### src/rpb_regs.vh
`ifndef RPB_REGS_VH
`define RPB_REGS_VH
// ----------------------------------------
// register offsets
// ----------------------------------------
`define RPB_ADDR_FIVE_SIX 8'h1A
`define RPB_ADDR_SEVEN_EIGHT 8'h1B
`define RPB_ADDR_SRC_SEL 8'h4B
// ----------------------------------------
// fields and reset values
// ----------------------------------------
`define RPB_PATH_SEL_BIT 4
`define RPB_HI_MSB 7
`define RPB_HI_LSB 4
`define RPB_LO_MSB 3
`define RPB_LO_LSB 0
`define RPB_RST_FIVE_SIX 8'h76
`define RPB_RST_SEVEN_EIGHT 8'h00
`define RPB_NUM_INPUTS 4
`define RPB_NO_SEL 2'h0
`endif

### src/rpb_bank.v
// Functional notes
// - input I6 priority is a 4-bit read/write value in bits 7:4 of the I5/I6 register.
// - input I5 priority is a 4-bit read/write value in bits 3:0 of the I5/I6 register.
// - register 0x1B holds input I8 priority in bits 7:4 and I7 priority in bits 3:0.
// - in automatic selection a smaller nonzero priority value wins over a larger one.
// - a priority of zero removes that input from automatic selection.
// - with path_bank_select low, accesses reach the main_path copy.
// - with path_bank_select high, accesses reach the separate auxiliary_path copy.
// - after reset the I5/I6 register reads 0x76 in both copies.
`timescale 1ns/10ps
`default_nettype none
`include "rpb_regs.vh"
module rpb_bank (
   input wire clk, // 25 MHz clock
   input wire rst_b, // async reset, active low
   input wire [7:0] addr, // register address
   input wire wr_en, // write strobe, one cycle
   input wire [7:0] wr_data, // write data
   input wire path_bank_select, // bit 4 of source-select register
   output reg [7:0] rd_data, // registered read data
   output reg [1:0] main_best, // main path winning input, 0..3 = I5..I8
   output reg main_valid, // main path has an eligible input
   output reg [1:0] aux_best, // auxiliary path winning input
   output reg aux_valid // auxiliary path has an eligible input
);
   // ----------------------------------------
   // storage and pipeline registers
   // ----------------------------------------
   reg [7:0] main_56_q;
   reg [7:0] main_78_q;
   reg [7:0] aux_56_q;
   reg [7:0] aux_78_q;
   reg [7:0] rd_d;
   reg [2:0] main_sel;
   reg [2:0] aux_sel;

   // ----------------------------------------
   // address decode
   // ----------------------------------------
   function hits_five_six;
      input [7:0] a;
      begin
         hits_five_six = (a == `RPB_ADDR_FIVE_SIX);
      end
   endfunction

   function hits_seven_eight;
      input [7:0] a;
      begin
         hits_seven_eight = (a == `RPB_ADDR_SEVEN_EIGHT);
      end
   endfunction

   // ----------------------------------------
   // bank steering
   // ----------------------------------------
   // one strobe per register in each copy; the unselected copy never sees the write
   wire wr_main_56;
   wire wr_main_78;
   wire wr_aux_56;
   wire wr_aux_78;

   assign wr_main_56 = wr_en && !path_bank_select &&
      hits_five_six(addr);
   assign wr_main_78 = wr_en && !path_bank_select &&
      hits_seven_eight(addr);
   assign wr_aux_56 = wr_en && path_bank_select &&
      hits_five_six(addr);
   assign wr_aux_78 = wr_en && path_bank_select &&
      hits_seven_eight(addr);

   // ----------------------------------------
   // per-input priority fields
   // ----------------------------------------
   wire [3:0] main_prio_i5;
   wire [3:0] main_prio_i6;
   wire [3:0] main_prio_i7;
   wire [3:0] main_prio_i8;
   wire [3:0] aux_prio_i5;
   wire [3:0] aux_prio_i6;
   wire [3:0] aux_prio_i7;
   wire [3:0] aux_prio_i8;

   assign main_prio_i5 = main_56_q[`RPB_LO_MSB:`RPB_LO_LSB];
   assign main_prio_i6 = main_56_q[`RPB_HI_MSB:`RPB_HI_LSB];
   assign main_prio_i7 = main_78_q[`RPB_LO_MSB:`RPB_LO_LSB];
   assign main_prio_i8 = main_78_q[`RPB_HI_MSB:`RPB_HI_LSB];
   assign aux_prio_i5 = aux_56_q[`RPB_LO_MSB:`RPB_LO_LSB];
   assign aux_prio_i6 = aux_56_q[`RPB_HI_MSB:`RPB_HI_LSB];
   assign aux_prio_i7 = aux_78_q[`RPB_LO_MSB:`RPB_LO_LSB];
   assign aux_prio_i8 = aux_78_q[`RPB_HI_MSB:`RPB_HI_LSB];

   // ----------------------------------------
   // priority compare
   // ----------------------------------------
   // strict less-than keeps the earlier input on a tie, so I5 beats I8
   // at equal values
   function beats;
      input [3:0] cand;
      input [3:0] best;
      input have;
      begin
         if (cand == 4'h0)
            beats = 1'b0;
         else if (!have)
            beats = 1'b1;
         else
            beats = (cand < best);
      end
   endfunction

   // ----------------------------------------
   // best-priority pick, lowest index on ties
   // ----------------------------------------
   function [2:0] pick;
      input [3:0] p5;
      input [3:0] p6;
      input [3:0] p7;
      input [3:0] p8;
      reg [3:0] best;
      begin
         pick = {1'b0, `RPB_NO_SEL};
         best = 4'h0;
         if (beats(p5, best, pick[2])) begin
            best = p5;
            pick = 3'h4;
         end
         if (beats(p6, best, pick[2])) begin
            best = p6;
            pick = 3'h5;
         end
         if (beats(p7, best, pick[2])) begin
            best = p7;
            pick = 3'h6;
         end
         if (beats(p8, best, pick[2])) begin
            best = p8;
            pick = 3'h7;
         end
      end
   endfunction

   // ----------------------------------------
   // banked storage
   // ----------------------------------------
   // each copy keeps its own value; a write through one bank leaves the
   // other untouched
   always @(posedge clk or negedge rst_b) begin
      if (!rst_b)
         main_56_q <= `RPB_RST_FIVE_SIX;
      else if (wr_main_56)
         main_56_q <= wr_data;
   end

   always @(posedge clk or negedge rst_b) begin
      if (!rst_b)
         aux_56_q <= `RPB_RST_FIVE_SIX;
      else if (wr_aux_56)
         aux_56_q <= wr_data;
   end

   always @(posedge clk or negedge rst_b) begin
      if (!rst_b)
         main_78_q <= `RPB_RST_SEVEN_EIGHT;
      else if (wr_main_78)
         main_78_q <= wr_data;
   end

   always @(posedge clk or negedge rst_b) begin
      if (!rst_b)
         aux_78_q <= `RPB_RST_SEVEN_EIGHT;
      else if (wr_aux_78)
         aux_78_q <= wr_data;
   end

   // ----------------------------------------
   // read back
   // ----------------------------------------
   // reads follow the live bank select, so software sees the copy it writes
   always @* begin
      rd_d = 8'h00;
      if (hits_five_six(addr)) begin
         if (path_bank_select)
            rd_d = aux_56_q;
         else
            rd_d = main_56_q;
      end else if (hits_seven_eight(addr)) begin
         if (path_bank_select)
            rd_d = aux_78_q;
         else
            rd_d = main_78_q;
      end
   end

   always @(posedge clk or negedge rst_b) begin
      if (!rst_b)
         rd_data <= 8'h00;
      else
         rd_data <= rd_d;
   end

   // ----------------------------------------
   // automatic selection view
   // ----------------------------------------
   always @* begin
      main_sel = pick(main_prio_i5, main_prio_i6, main_prio_i7, main_prio_i8);
      aux_sel = pick(aux_prio_i5, aux_prio_i6, aux_prio_i7, aux_prio_i8);
   end

   // registered so the outputs never glitch while a priority is rewritten
   always @(posedge clk or negedge rst_b) begin
      if (!rst_b) begin
         main_best <= 2'h0;
         main_valid <= 1'b0;
      end else begin
         main_best <= main_sel[1:0];
         main_valid <= main_sel[2];
      end
   end

   always @(posedge clk or negedge rst_b) begin
      if (!rst_b) begin
         aux_best <= 2'h0;
         aux_valid <= 1'b0;
      end else begin
         aux_best <= aux_sel[1:0];
         aux_valid <= aux_sel[2];
      end
   end
endmodule // rpb_bank
`default_nettype wire

### config.mk
export PLATFORM = sky130hd
export DESIGN_NAME = rpb_bank
export DESIGN_NICKNAME = d
export VERILOG_FILES = /design/src/rpb_bank.v
export VERILOG_INCLUDE_DIRS = /design/src
export SDC_FILE = /design/constraint.sdc
export NUM_CORES = 1
export LEC_CHECK = 0
export ABC_AREA = 1
export BUFFER_PORTS_ARGS = -buffer_cell sky130_fd_sc_hd__buf_4
export CAP_MARGIN = 20
export CORE_MARGIN = 4
export CORE_UTILIZATION = 62
export DETAILED_ROUTE_END_ITERATION = 7
export PLACE_DENSITY = 0.86
export SETUP_SLACK_MARGIN = 0.02
export SYNTH_ARGS = -nofsm -noshare
export SYNTH_HDL_FRONTEND = slang
export SYNTH_SLANG_ARGS = --single-unit
export TNS_END_PERCENT = 5
### constraint.sdc
create_clock -name clk -period 7.5 [get_ports clk]
set_clock_uncertainty 0.15 [all_clocks]
set_input_delay 0.75 -clock clk [delete_from_list [all_inputs] [get_ports clk]]
set_output_delay 0.75 -clock clk [all_outputs]
set_load 0.005 [all_outputs]
# Word-level counts from Yosys, hierarchy flattened

Index checks and enable logic that the tools add are counted.
W data, S select, Z words.

Register bits: 46
Latch bits: 0
Memory bits (writable): 0
ROM bits: 0
Input port bits: 20
Output and inout port bits: 14
Logic and storage cells: 62
Memories kept: 0

Add/subtract/negate cells: 0
Multiply operators: 0
Div/mod/pow operators: 0
$lt $le $gt $ge: 6
Eq/ne operators: 2
Shift operators: 0
Multiplexer cells: 30
Bitwise gates (word level): 0
Reduce and logical (&&, ||, !) cells: 15

Operator list:

| operator             | number |
|---|---|
| $logic_not A4 Y1     | 8 |
| $mux W8              | 4 |
| $lt A4 B4 Y1         | 6 |
| $mux W3              | 8 |
| $mux W4              | 6 |
| $eq A8 B5 Y1 const B | 2 |
| $mux W1              | 12 |
| $logic_and A1 B1 Y1  | 6 |
| $logic_not A1 Y1     | 1 |

# Logic depth before layout (Yosys ltp)

Gate-level depths: netlist of the first run.

Depth after elaboration: 14
Gate-level depth with buffers: 27
Mapped depth without buffers: 27

# Worst setup path before layout of the first run

No wires, ideal clock.

Path kind: register -> register
Start point: register aux_56_q[1]
End point: register aux_best[1]
Arrival time: 2725 ps
Slack: 4507 ps
Stages on the path, launching flop included: 25
Period minus slack after synthesis: 2993 ps
Cell sequence: dfstp_2 inv_1 ha_1 nand2_1 nand2_1 nand2_1 nand2_1 nand2_2 nand2_4 o21ai_0 ha_1 a21oi_1 nand2_1 nand2_2 nand2_4 nand2_1 o21ai_0 ha_1 nand2_1 inv_1 nand2_1 nand2_1 nand2_1 nand2_1 nand2_1

Longest elaborated chain between the ends: 14
Elaborated cells between the ends (all ways): 17
Classes of those cells: 3 x order compare; 13 x mux; 1 x reduce/logical

RTL lines:

| element                | RTL line       | source |
|---|---|---|
| start, declared        | rpb_bank.v:31  | `reg [7:0] aux_56_q;` |
| start signal, assigned | rpb_bank.v:157 | `` aux_56_q <= `RPB_RST_FIVE_SIX; `` |
| start signal, assigned | rpb_bank.v:159 | `aux_56_q <= wr_data;` |
| $logic_not A4 Y1       | rpb_bank.v:103 | `if (cand == 4'h0)` |
| $mux W4                | rpb_bank.v:124 | `if (beats(p5, best, pick[2])) begin` |
| $lt A4 B4 Y1           | rpb_bank.v:108 | `beats = (cand < best);` |
| $mux W1                | rpb_bank.v:105 | `else if (!have)` |
| $mux W1                | rpb_bank.v:103 |  |
| $mux W4                | rpb_bank.v:128 | `if (beats(p6, best, pick[2])) begin` |
| $lt A4 B4 Y1           | rpb_bank.v:108 |  |
| $mux W1                | rpb_bank.v:105 |  |
| $mux W1                | rpb_bank.v:103 |  |
| $mux W4                | rpb_bank.v:132 | `if (beats(p7, best, pick[2])) begin` |
| $lt A4 B4 Y1           | rpb_bank.v:108 |  |
| $mux W1                | rpb_bank.v:105 |  |
| $mux W1                | rpb_bank.v:103 |  |
| $mux W3 *              | rpb_bank.v:136 | `if (beats(p8, best, pick[2])) begin` |
| net aux_sel[1]         | rpb_bank.v:35  | `reg [2:0] aux_sel;` |
| end signal, assigned   | rpb_bank.v:226 | `aux_best <= aux_sel[1:0];` |
| end, declared          | rpb_bank.v:23  | `output reg [1:0] aux_best,` |

Mark *: on every way through the listed nets, which the timed path passes. The rest lies on a longest branch.
A chain may end at the register's enable or synchronous reset.

# Worst setup path after layout of the first run

Start point: register aux_56_q[1]
End point: register aux_best[0]

Same word-level chain as after synthesis.

==> results of run 1 <==
-- worst max-delay path: stages, from the launching register on --
cell and delay [ps]:
dfstp_2 550, inv_1 80, ha_1 290, nand2_1 80, nand2_1 60, nand2_1 50, nand2_1 60, nand2_2 100
nand2_4 80, o21ai_0 300, ha_1 320, a21oi_1 180, nand2_1 90, nand2_2 90, nand2_4 80, nand2_1 60
o21ai_0 100, ha_1 300, nand2_1 50, nand2_1 50, nand2_1 40, nand2_1 50, nand2_1 40, nand2_1 70
nand2_1 50
-- state kept, by name (all words and copies together) (netlist names) --
signal,count
aux_valid,1
aux_56_q,8
main_56_q,8
main_78_q,8
rd_data,8
main_valid,1
main_best,2
aux_78_q,8
aux_best,2
-- cells by family (layout without fill, tap and decap cells) --
kind of cell | count (synthesis) | after routing | synth area share (%)
AND/OR/NAND/NOR | 166 | 166 | 27.0
AO/OA/AOI/OAI | 69 | 69 | 13.7
buffers and inverters | 57 | 90 | 7.95
flip-flops | 46 | 46 | 43.0
adder cells (fa/ha/maj) | 18 | 18 | 8.32
-- layer usage --
metal / GRT usage, % / part of all wire (%)
met1: 34.1 / 44
met2: 38.8 / 46
met3: 6.35 / 8.6
met4: 7.24 / 1.3
met5: 0 / 0
-- layout make-up --
type | instances | area share (%)
Clock inverter | 2 | 1.21
Clock buffer | 6 | 2.34
Sequential cell | 46 | 37.6
Multi-Input combinational cell | 253 | 42.9
Timing Repair Buffer | 33 | 8.00
Tap cell | 50 | 2.02
Inverter | 49 | 5.94
-- synth_stat cells --
master,n,area [um^2]
ha_1,18,225
nand2_4,5,56.3
nor4_1,2,12.5
or4_2,1,8.76
dfrtp_1,36,901
a31oi_1,3,18.8
a22o_1,3,26.3
dfstp_2,10,263
nor3_1,2,10.0
nor4b_2,1,15.0
clkbuf_1,7,26.3
nand3_2,1,10.0
nand2_2,6,37.5
buf_2,1,5.00
a32o_1,2,20.0
inv_1,47,176
nor2_1,14,52.6
nand4_1,4,25.0
nand3_1,13,65.1
a21oi_1,9,45.0
inv_2,2,7.51
o21ai_0,52,260
nand2_1,117,439
-- power by group through the flow --
| stage | logic (uW) | clock network, uW | registers (uW) |
|---|---|---|---|
| after CTS | 126 | 185 | 269 |
| after floorplan | 83.0 | 0 | 272 |
| after detailed placement | 125 | 0 | 273 |
| after global routing | 144 | 198 | 270 |
| after global placement | 121 | 0 | 273 |
| final | 125 | 184 | 269 |
-- stage by stage --
step	std cells	total power (uW)	hold slack (ps)	setup slack, ps	utilization (%)
floorplan	356	355	303	4510	-
global placement	431	394	318	4230	72.5
detailed placement	431	398	337	4070	72.5
CTS	439	580	296	4010	75.2
global route	439	612	321	3710	75.2
finish	439	578	276	4000	75.2
-- worst paths after layout --
kind | startpoint | endpoint | slack, ps | cells past startpoint
min in group clk | main_56_q[1]$_DFFE_PN1P_ | main_56_q[1]$_DFFE_PN1P_ | 350 | 2
worst min register to register | main_56_q[1]$_DFFE_PN1P_ | main_56_q[1]$_DFFE_PN1P_ | 350 | 2
worst max-delay path | aux_56_q[1]$_DFFE_PN1P_ | aux_best[0]$_DFF_PN0_ | 4000 | 24
worst min-delay path | rst_b | aux_valid$_DFF_PN0_ | 280 | 1
worst max register to register | aux_56_q[1]$_DFFE_PN1P_ | aux_best[0]$_DFF_PN0_ | 4000 | 24
max in group asynchronous | rst_b | main_78_q[6]$_DFFE_PN0P_ | 6540 | 1
==> out/metrics.cfg, run 1 <==
[cts]
cts.clk_slew.worst_paths_ps = 90
cts_buffers = 5
ctsResizeCount = 0
cts_setup_buffers = 0
cts.sinks = 46
htree_levels = 2
worst_skew_pair.late_latency_ps = 310
cts_root_buffer = clkbuf_8
cts_hold_buffers = 0
cts_tree = yes
clk_path_buf_depth = 2

[routing]
drc = 0
firstDrtPassIters = 4
drt-total-wl_um = 6090
first_iter_violations = 152
drt-vias-per-instance = 5.44
ant_nets = 0
post_drt_wl_per_cell_um = 13.9
vias = 2390

[logic_synthesis]
syn-num-nets = 394
synth_seq_area_share_pct = 43.0
synth_seq_cells = 46
synth_cells = 356
synthDistinctLibCells = 23
ys_warn_count = 0
syn-cell-area_um2 = 2710
synth_area_per_cell_um2 = 7.60

[floorplanning]
coreArea_um2 = 4120
fp-row-count = 23
die-area_um2 = 5490
ios = 34
initial_core_util_pct = 65.8
die_height_um = 74.1
die-width_um = 74.1

[timing]
tns_ps = 0
max_freq_mhz = 286
fin_crit_ps = 3500
rsz0062_at_grt = false
finalHoldViolations = 0
tightest_slew_ps = 608
finalCritPeriodShare_pct = 46.6
maxSlewHeadroom_pct = 59.3
setup_violations = 0
final_max_slew_viol_count = 0

[layout]
drive_gt1_share_pct = 17.0
seq_area_um2 = 1160
diodes = 0
fin_nets = 426
area_delta_synth_final_pct = 14.4
layout_commonest_cell = nand2_1
fillers = 320
multi_input_area_um2 = 1330
layout_common_cells = 117 x nand2_1, 52 x o21ai_0, 47 x inv_1
final_area_um2 = 3100

[critical_path]
crit_fanout = 9
end_kind = register
path_class = register to register
start_kind = register
required_ps = 7550
crit_arrival_ps = 3550

[power_and_ir_drop]
seqPwrFrac_pct = 46.5
clock_power_share_pct = 31.9
p_int_uw = 412
net-switching-power_uw = 166
pwr-share-comb_pct = 21.6
ir_worst_vdd_v = 0.000138
swShare_pct = 28.8
p_leak_uw = 0.00163
powerDensity_nw_per_um2 = 187

[global_routing]
grt_pass1_wl_um = 10200
antenna_found_initial = 0
gr-total-overflow = 0
grt_use_total_pct = 24.8
grt_max_degree = 47
grt_pass1_vias = 2215

[placed_design]
placed_area_um2 = 2990
gp_congestion = 0.915
dp_hpwl_um = 4750
io_buffers = 33

[run]
drv_cap = 0

[hold_path]
hold_path_class = input port to async pin

[run_status]
status = finished clean

(Power assumes the default switching activity.)
==> run 2, diff against run 1 <==
--- a/config.mk
+++ b/config.mk
@@ -10,9 +10,9 @@
 export BUFFER_PORTS_ARGS = -buffer_cell sky130_fd_sc_hd__buf_4
 export CAP_MARGIN = 20
 export CORE_MARGIN = 4
-export CORE_UTILIZATION = 62
+export CORE_UTILIZATION = 52
 export DETAILED_ROUTE_END_ITERATION = 7
-export PLACE_DENSITY = 0.86
+export PLACE_DENSITY = 0.77
 export SETUP_SLACK_MARGIN = 0.02
 export SYNTH_ARGS = -nofsm -noshare
 export SYNTH_HDL_FRONTEND = slang
==> constraint.sdc (replaced) <==
create_clock -name clk -period 3.2 [get_ports clk]
set_clock_uncertainty 0.15 [all_clocks]
set_input_delay 0.32 -clock clk [delete_from_list [all_inputs] [get_ports clk]]
set_output_delay 0.32 -clock clk [all_outputs]
set_load 0.005 [all_outputs]
==> out/metrics.cfg, run 2 (synthesis gave the netlist of run 1 again) <==
[run_status]
status = finished with violations
violations = setup timing

[placed_design]
dp_cells = 458
dp_hpwl_um = 4840
gp_congestion = 0.860
io_buffers = 33

[routing]
vias = 2456
firstDrtPassIters = 5
wl_met1_um = 3070
ant_nets = 0
drt-total-wl_um = 6560
wl_met3_um = 354
drt-vias-per-instance = 5.20
dr_wl_met2_um = 2930
top_layer_used = met4
post_drt_wl_per_cell_um = 13.9
drc = 0
first_iter_violations = 278

[floorplanning]
fp-row-count = 25
ios = 34
die_height_um = 80.1
die-width_um = 80.1
coreArea_um2 = 4880
die-area_um2 = 6420
initial_core_util_pct = 55.5

[global_routing]
grt_use_total_pct = 21.7
antenna_found_initial = 0
grt_pass1_wl_um = 10900
gr-total-overflow = 0
grt_pass1_vias = 2379
grt_max_degree = 47

[critical_path]
required_ps = 3250
cpPeakStageDelay_ps = 550
cp-startpoint = main_56_q[1]$_DFFE_PN1P_
critPathSlowestCell = dfstp_2
path_class = register to register
crit_arrival_ps = 3250
start_kind = register
crit_fanout = 8
reg2reg_from = main_56_q[1]$_DFFE_PN1P_
end_kind = register
crit_top_cell = nand2_1

[timing]
setup_ws_ps = -2.34
finalCritPeriodShare_pct = 100
finalHoldViolations = 0
setup_violations = 1
tightest_slew_ps = 636
final_max_slew_viol_count = 0
maxSlewHeadroom_pct = 57.4
max_freq_mhz = 312
fin_crit_ps = 3200
rsz0062_at_grt = true
hold_ws_ps = 189

[power_and_ir_drop]
powerDensity_nw_per_um2 = 417
p_leak_uw = 0.00171
ir_worst_vdd_v = 0.000233

[hold_path]
hold_path_class = input port to register
holdCritStartpoint = wr_data[0]

[cts]
cts.clk_slew.worst_paths_ps = 90
clk_path_buf_depth = 2
htree_levels = 2
worst_skew_pair.late_latency_ps = 300
cts_buffers = 5
cts_tree = yes
cts.sinks = 46
cts_root_buffer = clkbuf_8

[layout]
area_delta_synth_final_pct = 22.9
seq_area_um2 = 1160
fin_util_pct = 68.2
stdcell_count = 472
fillers = 436
diodes = 0
fin_nets = 442
layout_commonest_cell = nand2_1
layout_common_cells = 111 x nand2_1, 48 x buf_4, 45 x inv_1
drive_gt1_share_pct = 24.9
multi_input_area_um2 = 1410

[run]
drv_cap = 0

-- run 2: timing repair --
item,in CTS,in global routing
buffers inserted,0,5
endpoints found under the hold margin,36,0
pin swaps,1,17
endpoints found under the setup margin,4,4
hold buffers,1,0
gates resized for setup,8,21
-- run 2: worst max-delay path, delay by kind of cell (launching register included) --
family                     cells  cell delay (ps)
AOI/OAI and AO/OA              2              130
buffers and inverters          3              130
DFF                            1              550
adders and majority gates      3              830
and+or+nand+nor               19             1310
-- run 2: layout make-up --
cell class / instances / area share, %
Inverter: 49 / 5.53
Sequential cell: 46 / 35.0
Multi-Input combinational cell: 253 / 42.5
Clock inverter: 2 / 1.13
Timing Repair Buffer: 49 / 11.1
Clock buffer: 6 / 2.18
Tap cell: 67 / 2.52
-- run 2: metal layers --
layer | track usage (%) | up-vias
met4 | 9.63 | 0
met1 | 29.7 | 1110
li1 | - | 1244
met2 | 33.3 | 84
met3 | 4.15 | 18
met5 | 0 | -
-- run 2: power breakdown --
group / leakage, uW / switching [uW] / internal, uW
logic: 0.00106 / 192 / 141
clock network: 0.0000514 / 193 / 233
registers: 0.000599 / 16.6 / 612
total: 0.00171 / 401 / 986
-- run 2: worst paths after layout --
kind | endpoint | slack [ps] | depth (start not counted)
max in group asynchronous | aux_56_q[2]$_DFFE_PN1P_ | 2110 | 2
worst min-delay path | aux_56_q[0]$_DFFE_PN0P_ | 190 | 3
worst max register to register | main_best[1]$_DFF_PN0_ | -2 | 27
worst max-delay path | main_best[1]$_DFF_PN0_ | -2 | 27
min in group asynchronous | main_56_q[7]$_DFFE_PN0P_ | 400 | 2
worst min register to register | main_78_q[0]$_DFFE_PN0P_ | 350 | 2
-- run 2: per-stage QoR --
| step | instance area, um^2 | setup slack [ps] | TNS (ps) | total power (uW) |
|---|---|---|---|---|
| 6_report | 3330 | -2.34 | -2.34 | 1390 |
| 2_1_floorplan | 2710 | 207 | 0 | 833 |
| 3_5_place_dp | 3080 | -100 | -303 | 940 |
| 3_3_place_gp | 3080 | -21.3 | -41.7 | 930 |
| 4_1_cts | 3210 | 18.1 | 0 | 1370 |
| 5_1_grt | 3330 | -276 | -1050 | 1480 |
